## src/trf_pkg.sv

```systemverilog
package trf_pkg;

  // ********************************************************
  // clock and timing
  // ********************************************************
  localparam int unsigned CLK_HZ   = 25_000_000;
  localparam int unsigned MS_CYC   = CLK_HZ / 1000;
  localparam int unsigned DEB_MS   = 20;
  localparam int unsigned PULSE_MS = 100;
  localparam int unsigned SEC_CYC_DEF   = CLK_HZ;
  localparam int unsigned DEB_CYC_DEF   = MS_CYC * DEB_MS;
  localparam int unsigned PULSE_CYC_DEF = MS_CYC * PULSE_MS;

  // field phases in seconds
  localparam int SEC_W = 11;
  localparam int MIN_S = 60;
  localparam logic [SEC_W-1:0] STBY_ON_S = 11'h00A;
  localparam logic [SEC_W-1:0] DC1_ON_S  = 11'h005;
  localparam logic [SEC_W-1:0] DC1_OFF_S = 11'h01E;
  localparam logic [SEC_W-1:0] DC2_ON_S  = 11'h00A;
  localparam logic [SEC_W-1:0] DC2_OFF_S = SEC_W'(5 * MIN_S);
  localparam logic [SEC_W-1:0] DC3_OFF_S = SEC_W'(30 * MIN_S);
  localparam logic [SEC_W-1:0] SEC_ONE   = 11'h001;
  localparam logic [SEC_W-1:0] SEC_ZERO  = 11'h000;
  localparam logic [3:0] QUERY_LAST = 4'hB;
  localparam logic [5:0] REACQ_LAST = 6'h3B;

  // ********************************************************
  // option switch positions (switch n at bit n-1)
  // ********************************************************
  localparam int SW_SUPV = 0;
  localparam int SW_EDGE = 1;
  localparam int SW_IND  = 2;
  localparam int SW_M6   = 5;
  localparam int SW_M7   = 6;
  localparam int SW_M8   = 7;

  // ********************************************************
  // register map
  // ********************************************************
  localparam logic [7:0] REG_NOM  = 8'h00;
  localparam logic [7:0] REG_STAT = 8'h04;
  localparam int NOM_CLO_LSB = 0;
  localparam int NOM_OPN_LSB = 8;
  localparam int NOM_TOL_LSB = 16;
  localparam logic [7:0] NOM_CLO_RST = 8'h40;
  localparam logic [7:0] NOM_OPN_RST = 8'hC0;
  localparam logic [7:0] NOM_TOL_RST = 8'h10;
  localparam int ST_MODE_LSB = 0;
  localparam int ST_FSM_LSB  = 4;
  localparam int ST_FLT_BIT  = 8;
  localparam int ST_CLS_LSB  = 9;
  localparam int ST_ADDR_LSB = 16;

  typedef enum logic [2:0] {
    MD_TEST = 3'h0, MD_CONT = 3'h1, MD_STBY = 3'h2, MD_DC1 = 3'h3,
    MD_DC2  = 3'h4, MD_DC3  = 3'h5, MD_BAD6 = 3'h6, MD_BAD7 = 3'h7
  } trf_mode_t;

  typedef enum logic [2:0] {
    FS_OFF = 3'b001, FS_ON = 3'b010, FS_ERR = 3'b100
  } trf_fld_t;

  typedef enum logic [1:0] {
    LC_CLOSED = 2'h0, LC_OPEN = 2'h1, LC_FAULT = 2'h2
  } trf_cls_t;

  typedef enum logic [1:0] {
    MK_TAG = 2'h0, MK_MODE_ERR = 2'h1, MK_LINE_FLT = 2'h2
  } trf_kind_t;

  typedef struct packed {
    trf_kind_t   kind;
    logic [7:0]  unit;
    logic [31:0] tag;
  } trf_rpt_t;

endpackage : trf_pkg

```

## src/trf_field_ctrl.sv

```systemverilog
// Implementation choices: the APB interface to the registers and the register offsets.
`timescale 1ns/100ps
// ********************************************************
// tag reader field mode controller
// ********************************************************
// Notes on behaviour
// - mode from switches six, seven, eight
// - test mode: field on, no messages; line fault messages are still sent
// - test tag pulses red and buzzer only
// - off off on: field always on
// - continuous: report tags, query 12 s, reacquire minutely
// - standby: qualifying edge opens field 10 s
// - duty one: 5 s on, 30 s off
// - duty two: 10 s on, 5 min off
// - duty three: 10 s on, 30 min off
// - standby interval forwards every detected tag
// - mode switch change applies while running
// - switch two picks trigger edge
// - switch one enables line end supervision
// - nominal level change means open or close
// - other level sends a fault message
// - unit address from switches, in reports
// - undefined mode: error state and message
// - switch three gates indicators and buzzer
module trf_field_ctrl
  import trf_pkg::*;
#(
  parameter int unsigned SEC_CYC   = SEC_CYC_DEF,
  parameter int unsigned DEB_CYC   = DEB_CYC_DEF,
  parameter int unsigned PULSE_CYC = PULSE_CYC_DEF
)(
  input  logic        clk_sys_i,
  input  logic        srst_i,
  input  logic [7:0]  opt_sw_i,
  input  logic [7:0]  addr_sw_i,
  input  logic        contact_i,
  input  logic [7:0]  line_adc_i,
  input  logic        tag_valid_i,
  input  logic [31:0] tag_id_i,
  output logic        tag_ready_o,
  output logic        rpt_valid_o,
  output trf_rpt_t    rpt_o,
  input  logic        rpt_ready_i,
  output logic        field_en_o,
  output logic        query_o,
  output logic        reacq_o,
  output logic        red_led_o,
  output logic        green_led_o,
  output logic        buzzer_o,
  input  logic        psel_i,
  input  logic        penable_i,
  input  logic        pwrite_i,
  input  logic [7:0]  paddr_i,
  input  logic [31:0] pwdata_i,
  output logic [31:0] prdata_o,
  output logic        pready_o,
  output logic        pslverr_o
);

  // ********************************************************
  // helpers
  // ********************************************************
  function automatic trf_mode_t mode_of(input logic [7:0] sw);
    return trf_mode_t'({sw[SW_M6], sw[SW_M7], sw[SW_M8]});
  endfunction : mode_of

  function automatic logic is_duty(input trf_mode_t m);
    return (m == MD_DC1) || (m == MD_DC2) || (m == MD_DC3);
  endfunction : is_duty

  function automatic logic [SEC_W-1:0] on_secs(input trf_mode_t m);
    return (m == MD_DC1) ? DC1_ON_S : DC2_ON_S;
  endfunction : on_secs

  function automatic logic [SEC_W-1:0] off_secs(input trf_mode_t m);
    unique case (m)
      MD_DC1:  return DC1_OFF_S;
      MD_DC2:  return DC2_OFF_S;
      MD_DC3:  return DC3_OFF_S;
      default: return SEC_ZERO;
    endcase
  endfunction : off_secs

  function automatic logic near(input logic [7:0] a, input logic [7:0] b,
                                input logic [7:0] tol);
    return ((a > b) ? (a - b) : (b - a)) <= tol;
  endfunction : near

  // ********************************************************
  // synchronise and debounce the pins
  // ********************************************************
  localparam int IN_W = 25;
  logic [IN_W-1:0] raw, s1, s2, samp, deb;
  logic [IN_W-1:0] next_samp, next_deb;
  logic [31:0]     dcnt, next_dcnt;
  logic            samp_ok, deb_ok, next_samp_ok, next_deb_ok;
  logic            dtick;

  assign raw = {line_adc_i, contact_i, addr_sw_i, opt_sw_i};

  // a bit is taken only after two equal samples one tick apart
  always_comb
  begin
    dtick        = (dcnt == DEB_CYC - 32'h1);
    next_dcnt    = dtick ? 32'h0 : dcnt + 32'h1;
    next_samp    = dtick ? s2 : samp;
    next_deb     = deb;
    next_samp_ok = samp_ok | dtick;
    next_deb_ok  = deb_ok | (dtick & samp_ok);
    if (dtick)
    begin
      next_deb = (deb & (samp ^ s2)) | (s2 & ~(samp ^ s2));
    end
  end

  always_ff @(posedge clk_sys_i)
  begin
    s1 <= raw;
    s2 <= s1;
    if (srst_i)
    begin
      dcnt    <= 32'h0;
      samp    <= '0;
      deb     <= '0;
      samp_ok <= 1'b0;
      deb_ok  <= 1'b0;
    end
    else
    begin
      dcnt    <= next_dcnt;
      samp    <= next_samp;
      deb     <= next_deb;
      samp_ok <= next_samp_ok;
      deb_ok  <= next_deb_ok;
    end
  end

  logic [7:0] opt, unit_addr, adc;
  logic       ct_pin;
  assign opt       = deb[7:0];
  assign unit_addr = deb[15:8];
  assign ct_pin    = deb[16];
  assign adc       = deb[24:17];

  // ********************************************************
  // registers
  // ********************************************************
  logic [7:0] nom_clo, nom_opn, nom_tol;
  logic [7:0] next_clo, next_opn, next_tol;
  logic [31:0] next_prdata;
  logic        next_slverr;

  // ********************************************************
  // line supervision and trigger edge
  // ********************************************************
  trf_cls_t cls;
  logic     supv_en, flt, flt_q, ct_lvl, next_lvl, trig;

  always_comb
  begin
    supv_en = opt[SW_SUPV];
    if (near(adc, nom_clo, nom_tol))
      cls = LC_CLOSED;
    else if (near(adc, nom_opn, nom_tol))
      cls = LC_OPEN;
    else
      cls = LC_FAULT;
    flt = supv_en && (cls == LC_FAULT);
    // a faulted line keeps the last good level so it cannot trigger
    if (!supv_en)
      next_lvl = ct_pin;
    else if (flt)
      next_lvl = ct_lvl;
    else
      next_lvl = (cls == LC_OPEN);
    // high level means open: switch two on wants the opening edge
    trig = deb_ok && (next_lvl != ct_lvl)
           && (next_lvl == opt[SW_EDGE]);
  end

  always_ff @(posedge clk_sys_i)
  begin
    if (srst_i)
    begin
      ct_lvl <= 1'b0;
      flt_q  <= 1'b0;
    end
    else
    begin
      ct_lvl <= next_lvl;
      flt_q  <= flt;
    end
  end

  // ********************************************************
  // field sequencer
  // ********************************************************
  trf_mode_t        md, mode_q;
  trf_fld_t         st, next_st;
  logic [SEC_W-1:0] sec_left, next_left;
  logic [31:0]      pre_cnt, next_pre;
  logic             sec_tick, restart, mode_chg, stby, duty, mode_ok;

  // first settled mode always loads, so a bad code at reset is still seen
  assign md       = mode_of(opt);
  assign mode_chg = deb_ok && (!mode_ok || md != mode_q);
  assign stby     = (mode_q == MD_STBY);
  assign duty     = is_duty(mode_q);
  assign sec_tick = (pre_cnt == SEC_CYC - 32'h1);

  // prescaler restarts with each phase so phases last whole seconds
  always_comb
  begin
    next_st   = st;
    next_left = sec_left;
    restart   = 1'b0;
    if (mode_chg)
    begin
      restart = 1'b1;
      unique case (md)
        MD_TEST, MD_CONT: next_st = FS_ON;
        MD_STBY:          next_st = FS_OFF;
        MD_DC1, MD_DC2, MD_DC3:
        begin
          next_st   = FS_ON;
          next_left = on_secs(md);
        end
        MD_BAD6, MD_BAD7: next_st = FS_ERR;
      endcase
      if (!is_duty(md))
        next_left = SEC_ZERO;
    end
    else
    begin
      unique case (st)
        FS_OFF:
        begin
          if (stby && trig)
          begin
            next_st   = FS_ON;
            next_left = STBY_ON_S;
            restart   = 1'b1;
          end
          else if (duty && sec_tick)
          begin
            if (sec_left == SEC_ONE)
            begin
              next_st   = FS_ON;
              next_left = on_secs(mode_q);
            end
            else
              next_left = sec_left - SEC_ONE;
          end
        end
        FS_ON:
        begin
          if (stby && trig)
          begin
            next_left = STBY_ON_S;
            restart   = 1'b1;
          end
          else if ((stby || duty) && sec_tick)
          begin
            if (sec_left == SEC_ONE)
            begin
              next_st   = FS_OFF;
              next_left = off_secs(mode_q);
            end
            else
              next_left = sec_left - SEC_ONE;
          end
        end
        FS_ERR: next_st = FS_ERR;
        default: next_st = FS_OFF;
      endcase
    end
    next_pre = (restart || sec_tick) ? 32'h0 : pre_cnt + 32'h1;
  end

  always_ff @(posedge clk_sys_i)
  begin
    if (srst_i)
    begin
      st       <= FS_OFF;
      mode_q   <= MD_BAD7;
      mode_ok  <= 1'b0;
      sec_left <= SEC_ZERO;
      pre_cnt  <= 32'h0;
    end
    else
    begin
      st       <= next_st;
      mode_q   <= mode_chg ? md : mode_q;
      mode_ok  <= mode_ok | mode_chg;
      sec_left <= next_left;
      pre_cnt  <= next_pre;
    end
  end

  assign field_en_o = (st == FS_ON);

  // ********************************************************
  // continuous mode query and reacquire pulses
  // ********************************************************
  logic [3:0] q_sec, next_q;
  logic [5:0] a_sec, next_a;
  logic       cont, next_query, next_reacq;

  always_comb
  begin
    cont       = (mode_q == MD_CONT) && !mode_chg;
    next_query = cont && sec_tick && (q_sec == QUERY_LAST);
    next_reacq = cont && sec_tick && (a_sec == REACQ_LAST);
    next_q     = q_sec;
    next_a     = a_sec;
    if (!cont)
    begin
      next_q = 4'h0;
      next_a = 6'h00;
    end
    else if (sec_tick)
    begin
      next_q = next_query ? 4'h0 : q_sec + 4'h1;
      next_a = next_reacq ? 6'h00 : a_sec + 6'h01;
    end
  end

  always_ff @(posedge clk_sys_i)
  begin
    if (srst_i)
    begin
      q_sec   <= 4'h0;
      a_sec   <= 6'h00;
      query_o <= 1'b0;
      reacq_o <= 1'b0;
    end
    else
    begin
      q_sec   <= next_q;
      a_sec   <= next_a;
      query_o <= next_query;
      reacq_o <= next_reacq;
    end
  end

  // ********************************************************
  // report slot: errors outrank tags
  // ********************************************************
  trf_rpt_t rpt, next_rpt;
  logic     rpt_v, pend_err, pend_flt, fwd_md, tag_take;
  logic     next_v, next_perr, next_pflt, set_err, set_flt;

  assign fwd_md      = field_en_o && (mode_q != MD_TEST);
  assign tag_ready_o = !fwd_md || !(rpt_v || pend_err || pend_flt);
  assign tag_take    = tag_valid_i && tag_ready_o;

  // a new error set wins over the clear of the same cycle
  always_comb
  begin
    set_err   = mode_chg && (md == MD_BAD6 || md == MD_BAD7);
    set_flt   = flt && !flt_q;
    next_v    = rpt_v && !rpt_ready_i;
    next_rpt  = rpt;
    next_perr = pend_err;
    next_pflt = pend_flt;
    if (!rpt_v)
    begin
      next_rpt.unit = unit_addr;
      next_rpt.tag  = 32'h0;
      if (pend_err)
      begin
        next_v        = 1'b1;
        next_rpt.kind = MK_MODE_ERR;
        next_perr     = 1'b0;
      end
      else if (pend_flt)
      begin
        next_v        = 1'b1;
        next_rpt.kind = MK_LINE_FLT;
        next_pflt     = 1'b0;
      end
      else if (tag_take && fwd_md)
      begin
        next_v        = 1'b1;
        next_rpt.kind = MK_TAG;
        next_rpt.tag  = tag_id_i;
      end
    end
    next_perr = next_perr | set_err;
    next_pflt = next_pflt | set_flt;
  end

  always_ff @(posedge clk_sys_i)
  begin
    if (srst_i)
    begin
      rpt_v    <= 1'b0;
      rpt      <= '0;
      pend_err <= 1'b0;
      pend_flt <= 1'b0;
    end
    else
    begin
      rpt_v    <= next_v;
      rpt      <= next_rpt;
      pend_err <= next_perr;
      pend_flt <= next_pflt;
    end
  end

  assign rpt_valid_o = rpt_v;
  assign rpt_o       = rpt;

  // ********************************************************
  // indicators
  // ********************************************************
  logic [31:0] pl_cnt, next_pl;
  logic        ind_en;

  always_comb
  begin
    ind_en  = opt[SW_IND];
    next_pl = (pl_cnt != 32'h0) ? pl_cnt - 32'h1 : 32'h0;
    if (tag_take && field_en_o && ind_en)
      next_pl = PULSE_CYC;
    if (!ind_en)
      next_pl = 32'h0;
  end

  always_ff @(posedge clk_sys_i)
  begin
    if (srst_i)
    begin
      pl_cnt      <= 32'h0;
      red_led_o   <= 1'b0;
      buzzer_o    <= 1'b0;
      green_led_o <= 1'b0;
    end
    else
    begin
      pl_cnt      <= next_pl;
      red_led_o   <= (next_pl != 32'h0);
      buzzer_o    <= (next_pl != 32'h0);
      green_led_o <= (next_st == FS_ON) && ind_en;
    end
  end

  // ********************************************************
  // APB slave, zero wait; read data captured in setup
  // ********************************************************
  logic setup, hit_nom, hit_stat;

  assign pready_o = 1'b1;
  assign setup    = psel_i && !penable_i;
  assign hit_nom  = (paddr_i == REG_NOM);
  assign hit_stat = (paddr_i == REG_STAT);

  always_comb
  begin
    next_clo    = nom_clo;
    next_opn    = nom_opn;
    next_tol    = nom_tol;
    next_prdata = 32'h0;
    next_slverr = pslverr_o;
    if (psel_i && penable_i && pwrite_i && hit_nom)
    begin
      next_clo = pwdata_i[NOM_CLO_LSB +: 8];
      next_opn = pwdata_i[NOM_OPN_LSB +: 8];
      next_tol = pwdata_i[NOM_TOL_LSB +: 8];
    end
    if (setup)
    begin
      next_slverr = !(hit_nom || hit_stat);
      if (hit_nom)
      begin
        next_prdata[NOM_CLO_LSB +: 8] = nom_clo;
        next_prdata[NOM_OPN_LSB +: 8] = nom_opn;
        next_prdata[NOM_TOL_LSB +: 8] = nom_tol;
      end
      else if (hit_stat)
      begin
        next_prdata[ST_MODE_LSB +: 3] = mode_q;
        next_prdata[ST_FSM_LSB +: 3]  = st;
        next_prdata[ST_FLT_BIT]       = flt;
        next_prdata[ST_CLS_LSB +: 2]  = cls;
        next_prdata[ST_ADDR_LSB +: 8] = unit_addr;
      end
    end
    else if (!psel_i)
      next_slverr = 1'b0;
  end

  always_ff @(posedge clk_sys_i)
  begin
    if (srst_i)
    begin
      nom_clo   <= NOM_CLO_RST;
      nom_opn   <= NOM_OPN_RST;
      nom_tol   <= NOM_TOL_RST;
      prdata_o  <= 32'h0;
      pslverr_o <= 1'b0;
    end
    else
    begin
      nom_clo   <= next_clo;
      nom_opn   <= next_opn;
      nom_tol   <= next_tol;
      prdata_o  <= setup ? next_prdata : prdata_o;
      pslverr_o <= next_slverr;
    end
  end
endmodule : trf_field_ctrl

```

## config.mk

```make
export PLATFORM = sky130hd
export DESIGN_NAME = trf_field_ctrl
export DESIGN_NICKNAME = d
export VERILOG_FILES = /design/src/trf_pkg.sv /design/src/trf_field_ctrl.sv
export SDC_FILE = /design/constraint.sdc
export NUM_CORES = 1
export LEC_CHECK = 0
export ABC_AREA = 1
export BUFFER_PORTS_ARGS = -buffer_cell sky130_fd_sc_hd__buf_2
export CAP_MARGIN = 25
export CORE_AREA = 4 4 189 173
export CTS_CLUSTER_DIAMETER = 150
export DETAILED_ROUTE_END_ITERATION = 8
export DIE_AREA = 0 0 193 177
export GPL_ROUTABILITY_DRIVEN = 0
export PLACE_DENSITY = 0.67
export SKIP_LAST_GASP = 1
export SYNTH_ARGS = -nofsm -noshare
export SYNTH_HDL_FRONTEND = slang
export SYNTH_SLANG_ARGS = --single-unit
```

## constraint.sdc

```tcl
create_clock -name clk_sys_i -period 4.7 [get_ports clk_sys_i]
set_input_delay 0.705 -clock clk_sys_i [delete_from_list [all_inputs] [get_ports clk_sys_i]]
set_output_delay 0.705 -clock clk_sys_i [all_outputs]
set_load 0.02 [all_outputs]
```

## Yosys cells after proc, flatten, opt, wreduce, memory -nomap -nowiden

Index checks and enable logic that the tools add are counted.

| cells by class | value |
|---|---|
| $add $sub $neg | 10 |
| $lt $le $gt $ge | 4 |
| equal/unequal tests | 31 |
| muxes and demuxes | 62 |
| bitwise operators | 13 |
| reduce and logical (&&, ||, !) cells | 60 |

Operators with widths:

| kind | count |
|---|---|
| 2-to-1 mux 32 bit | 6 |
| 2-to-1 mux 11 bit | 9 |
| adder 32 x 1 -> 32 bit (second input constant) | 2 |
| nonzero test 32 bit | 2 |
| AND 25 bit | 2 |
| 2-to-1 mux 3 bit | 13 |
| case mux 11 bit (3 select lines) | 1 |
| == test 32 x 19 -> 1 bit (second input constant) | 1 |
| == test 32 x 25 -> 1 bit (second input constant) | 1 |
| 2-to-1 mux 8 bit | 4 |
| subtractor 32 x 1 -> 32 bit (second input constant) | 1 |
| subtractor 8 bit | 4 |
| NOT 25 bit | 1 |
| bitwise OR 25 bit | 1 |
| bitwise XOR 25 bit | 1 |
| logical AND 1 bit | 24 |
| case mux 11 bit (2 select lines) | 1 |
| == test 3 bit (second input constant) | 7 |
| == test 3 x 2 -> 1 bit (second input constant) | 6 |
| case mux 3 bit (3 select lines) | 2 |
| greater-than comparator 8 bit | 2 |
| <= comparator 8 bit | 2 |
| 2-to-1 mux 1 bit | 16 |
| logical OR 1 bit | 12 |
| 33 further kinds | 59 |

| word-level totals | value |
|---|---|
| bits in registers | 326 |
| output and inout port bits | 84 |
| logic and storage cells | 212 |

## Depth between registers and ports, before layout

| depth | value |
|---|---|
| word-level depth | 18 |
| mapped depth | 33 |
| gate-level depth less buffers | 33 |

## Worst setup path before layout

OpenSTA, ideal clock, no wires.

| timing path | value |
|---|---|
| path type | register to register |
| from | reg (tool-made name) |
| to | reg pre_cnt[10] |
| library setup time | 0.116 ns |
| arrival time | 3.621 ns |
| setup slack | 0.963 ns |
| cell stages (with the launch flop) | 30 |
| period minus slack after synthesis | 3.737 ns |
| cells stage by stage | dfxtp_1 -> inv_1 -> ha_1 -> inv_1 -> fa_1 -> inv_1 -> nor2_1 -> nor2_1 -> o21ai_1 -> a21oi_1 -> nor2_1 -> o22ai_2 -> mux2_2 -> ha_1 -> inv_1 -> o21bai_1 -> nand2_1 -> nand2_1 -> nand2_1 -> nand2_1 -> nand3_1 -> nand2_1 -> nand3_1 -> nand2_1 -> nand2_2 -> nand2_2 -> nand2_2 -> nand3_4 -> buf_2 -> nor2_1 |

RTL lines:

| what | line | source |
|---|---|---|
| to (signal assigned) | trf_field_ctrl.sv:296 | `pre_cnt <= next_pre;` |
| to (decl) | trf_field_ctrl.sv:201 | `logic [31:0] pre_cnt, next_pre;` |

==> impl_metrics.yaml <==
run_status:
  status: "completed"
floorplan:
  die_h_um: 177
  core-area_sq_mm: 0.0306
  start_util_pct: 49.5
  std_cell_rows: 61
  die_w_um: 193
  ioPinCount: 188
  die_area_sq_mm: 0.0342
worst_setup_path:
  path_class: "reg2reg"
  max_stage_delay_ns: 0.36
  crit_top_cell: "nand2_1"
  cpMaxStageDelayCell: "fa_1"
  end_kind: "register"
  cp_max_fo: 32
  cp.required_ns: 5.13
  cp.arrival_ns: 4.70
  start_kind: "register"
finish:
  final_cells: 2564
  seqCellArea_sq_mm: 0.00637
  syn2layout_area_growth_pct: 16.1
  fin_nets: 2291
  diodes: 0
  fillers: 2854
  multi_input_area_sq_mm: 0.00751
  drive_gt1_share_pct: 17.0
  post-route-util_pct: 57.4
grt:
  busiest_layer: "met2"
  grt_pass1_wl_um: 61400
  use_met2_pct: 34.6
  grt_pass1_vias: 12608
  grtUsageTotal_pct: 21.4
  antenna_found_initial: 0
  grt.met3_usage_pct: 3.39
  overflow: 0
  grtUsageMet1_pct: 29.8
  grt_start_max_net_pins: 62
sta:
  maxSlewViolCount: 0
  slew_headroom_pct: 37.8
  clock-skew-final_ns: 0.0236
  max_freq_mhz: 234
  worst_slew_pin_slew_ns: 0.931
  hold_viol_final: 0
  fin_crit_sh_pct: 91.0
  period_minus_slack_ns: 4.28
  setup_viol: 0
logic_synthesis:
  ys_ff_latch: 318
  yosysMostFrequentCell: "nand2_1"
  ys_types: 66
  ys_top_cells_by_count: "364 x nand2_1, 318 x dfxtp_1, 251 x inv_1, 239 x nor2_1, 135 x a21oi_1"
  synth_enable_flop_cells: 0
  synth_cells: 1971
  synth_area_sq_mm: 0.0151
  async_flop_share_pct: 0
  seq_area_frac_synth_pct: 42.1
  yosys.area.top_type_share_pct: 42.1
  synthTopCellsByArea: "dfxtp_1 42%, nand2_1 9.0%, inv_1 6.2%"
  ys_warn_count: 0
  synth_ff_type: "dfxtp_1"
  yosys.area.top_type: "dfxtp_1"
  syn_avg_cell_area_sq_um: 7.68
routing:
  wl_per_cell_um: 14.5
  firstDrtPassIters: 5
  ant_nets: 0
  routed_wl_um: 37200
  num_vias: 13257
  drt_iter0_drc: 811
  route.detailed.drc: 0
  via_per_inst: 5.17
power_and_ir_drop:
  powerDensity_mw_per_mm2: 329
  leakage_nw: 7.42
  irDropWorstVdd_mv: 0.281
clock_network:
  cts_buffers: 35
  clkSlewWorstSetupHoldPaths_ns: 0.06
  cts_num_sinks: 318
  cts_tree: "done"
  root_buffer: "clkbuf_16"
  cts.htree.levels: 2
  clk_latency_ns: 0.52
  clockBufferDepth: 3
place:
  dp_cells: 2497
  dp_hpwl_um: 27000
  place.port_buffers: 168
hold_path:
  hold_path_class: "in2reg"
run:
  cap_violations: 0
metal layers:
| layer | up-vias | routed length [um] |
|---|---|---|
| met5 | - | 0 |
| met4 | 0 | 798 |
| met3 | 50 | 1900 |
| met2 | 284 | 17000 |
| met1 | 6131 | 17500 |
| li1 | 6792 | - |
sequential cells by signal, indices dropped and copies added (netlist names), 4 cells and up, named ones only:
signal	count
rpt_o	42
s1	23
sec_left	11
q_sec	4
dcnt	32
samp	23
pre_cnt	32
nom_tol	8
s2	23
nom_clo	8
pl_cnt	32
a_sec	6
nom_opn	8
prdata_o	24
area by class of cell:
cell class	count	share of cell area [%]
clock inverter	20	1.48
multi-input combinational	1330	42.8
inverter	261	5.58
sequential	318	36.2
tap	409	2.91
timing repair buffer	183	5.58
clock buffer	43	5.45
power by group:
group / total, mW / switching (mW) / internal, mW
Combinational: 0.162 / 0.105 / 0.0568
Sequential: 2.75 / 0.0157 / 2.73
Clock: 2.87 / 1.13 / 1.74
Total: 5.78 / 1.25 / 4.53
placed cells by master, fill, tap and decap left out, types with 9 or more instances in the layout:
cell type / Yosys / layout
nor3_1: 35 / 34
or2_2: 9 / 9
o221ai_1: 15 / 15
o21ai_0: 94 / 94
nor3_2: 11 / 12
ha_1: 54 / 51
o211ai_1: 9 / 9
nand4_1: 40 / 40
clkbuf_16: 0 / 36
nor2_4: 11 / 11
nand3_2: 9 / 9
nand2_2: 8 / 9
buf_4: 12 / 14
dfxtp_1: 318 / 318
xor2_1: 44 / 44
xnor2_1: 9 / 9
nor2_2: 13 / 16
conb_1: 2 / 9
o22ai_1: 22 / 22
inv_2: 9 / 10
inv_1: 251 / 250
a211oi_1: 23 / 23
buf_2: 11 / 167
nor2_1: 239 / 236
nand2_1: 364 / 362
a21oi_1: 135 / 135
nor3b_1: 13 / 13
a221oi_2: 14 / 14
nand3_1: 68 / 68
nor4_1: 12 / 11
logic make-up (layout without fill, tap and decap cells):
logic type / after synthesis / count (layout) / synth area share [%]
mux: 7 / 7 / 0.512
buf+inv: 330 / 507 / 8.77
flops: 318 / 318 / 42.1
compound gates: 347 / 347 / 14.2
fa+ha+maj: 58 / 58 / 4.99
xor+xnor: 53 / 53 / 3.07
simple gates: 856 / 856 / 26.4
other cells: 2 / 9 / 0.0496
final timing paths:
| path | to | slack [ns] | startpoint | depth (start not counted) |
|---|---|---|---|---|
| max | pre_cnt[2] | 0.42 | register | 31 |
| min | s1[10] | 0.29 | addr_sw_i[2] | 1 |
| max reg2reg | pre_cnt[2] | 0.42 | register | 31 |
| min reg2reg | s2[10] | 0.32 | s1[10] | 0 |
timing repair:
item / in CTS / in global routing
hold endpoints to repair: 0 / 0
buffers inserted: 0 / 4
hold buffers: 0 / 0
setup endpoints to repair: 0 / 41
resized for setup: 0 / 13
worst max-delay path, delay by kind of cell, from the launching register on:
kind	cells	cell delay, ns
buffers and inverters	6	0.64
AND/OR/NAND/NOR	17	1.40
adder cells (fa/ha/maj)	3	0.83
flip-flops	1	0.35
multiplexers	1	0.33
AO/OA/AOI/OAI	4	0.61
per-stage QoR:
step / total power [mW] / setup WS [ns] / hold slack, ns / setup TNS [ns] / instance area (sq um)
after floorplan: 2.90 / 0.963 / 0.310 / 0 / 15200
after global placement: 2.96 / 0.295 / 0.310 / 0 / 16300
after detailed placement: 2.97 / 0.199 / 0.313 / 0 / 16300
after CTS: 5.85 / 0.170 / 0.268 / 0 / 17500
after global routing: 5.99 / -0.0224 / 0.268 / -0.0398 / 17600
final: 5.78 / 0.422 / 0.288 / 0 / 17600
Power figures use the tool's default switching activity.
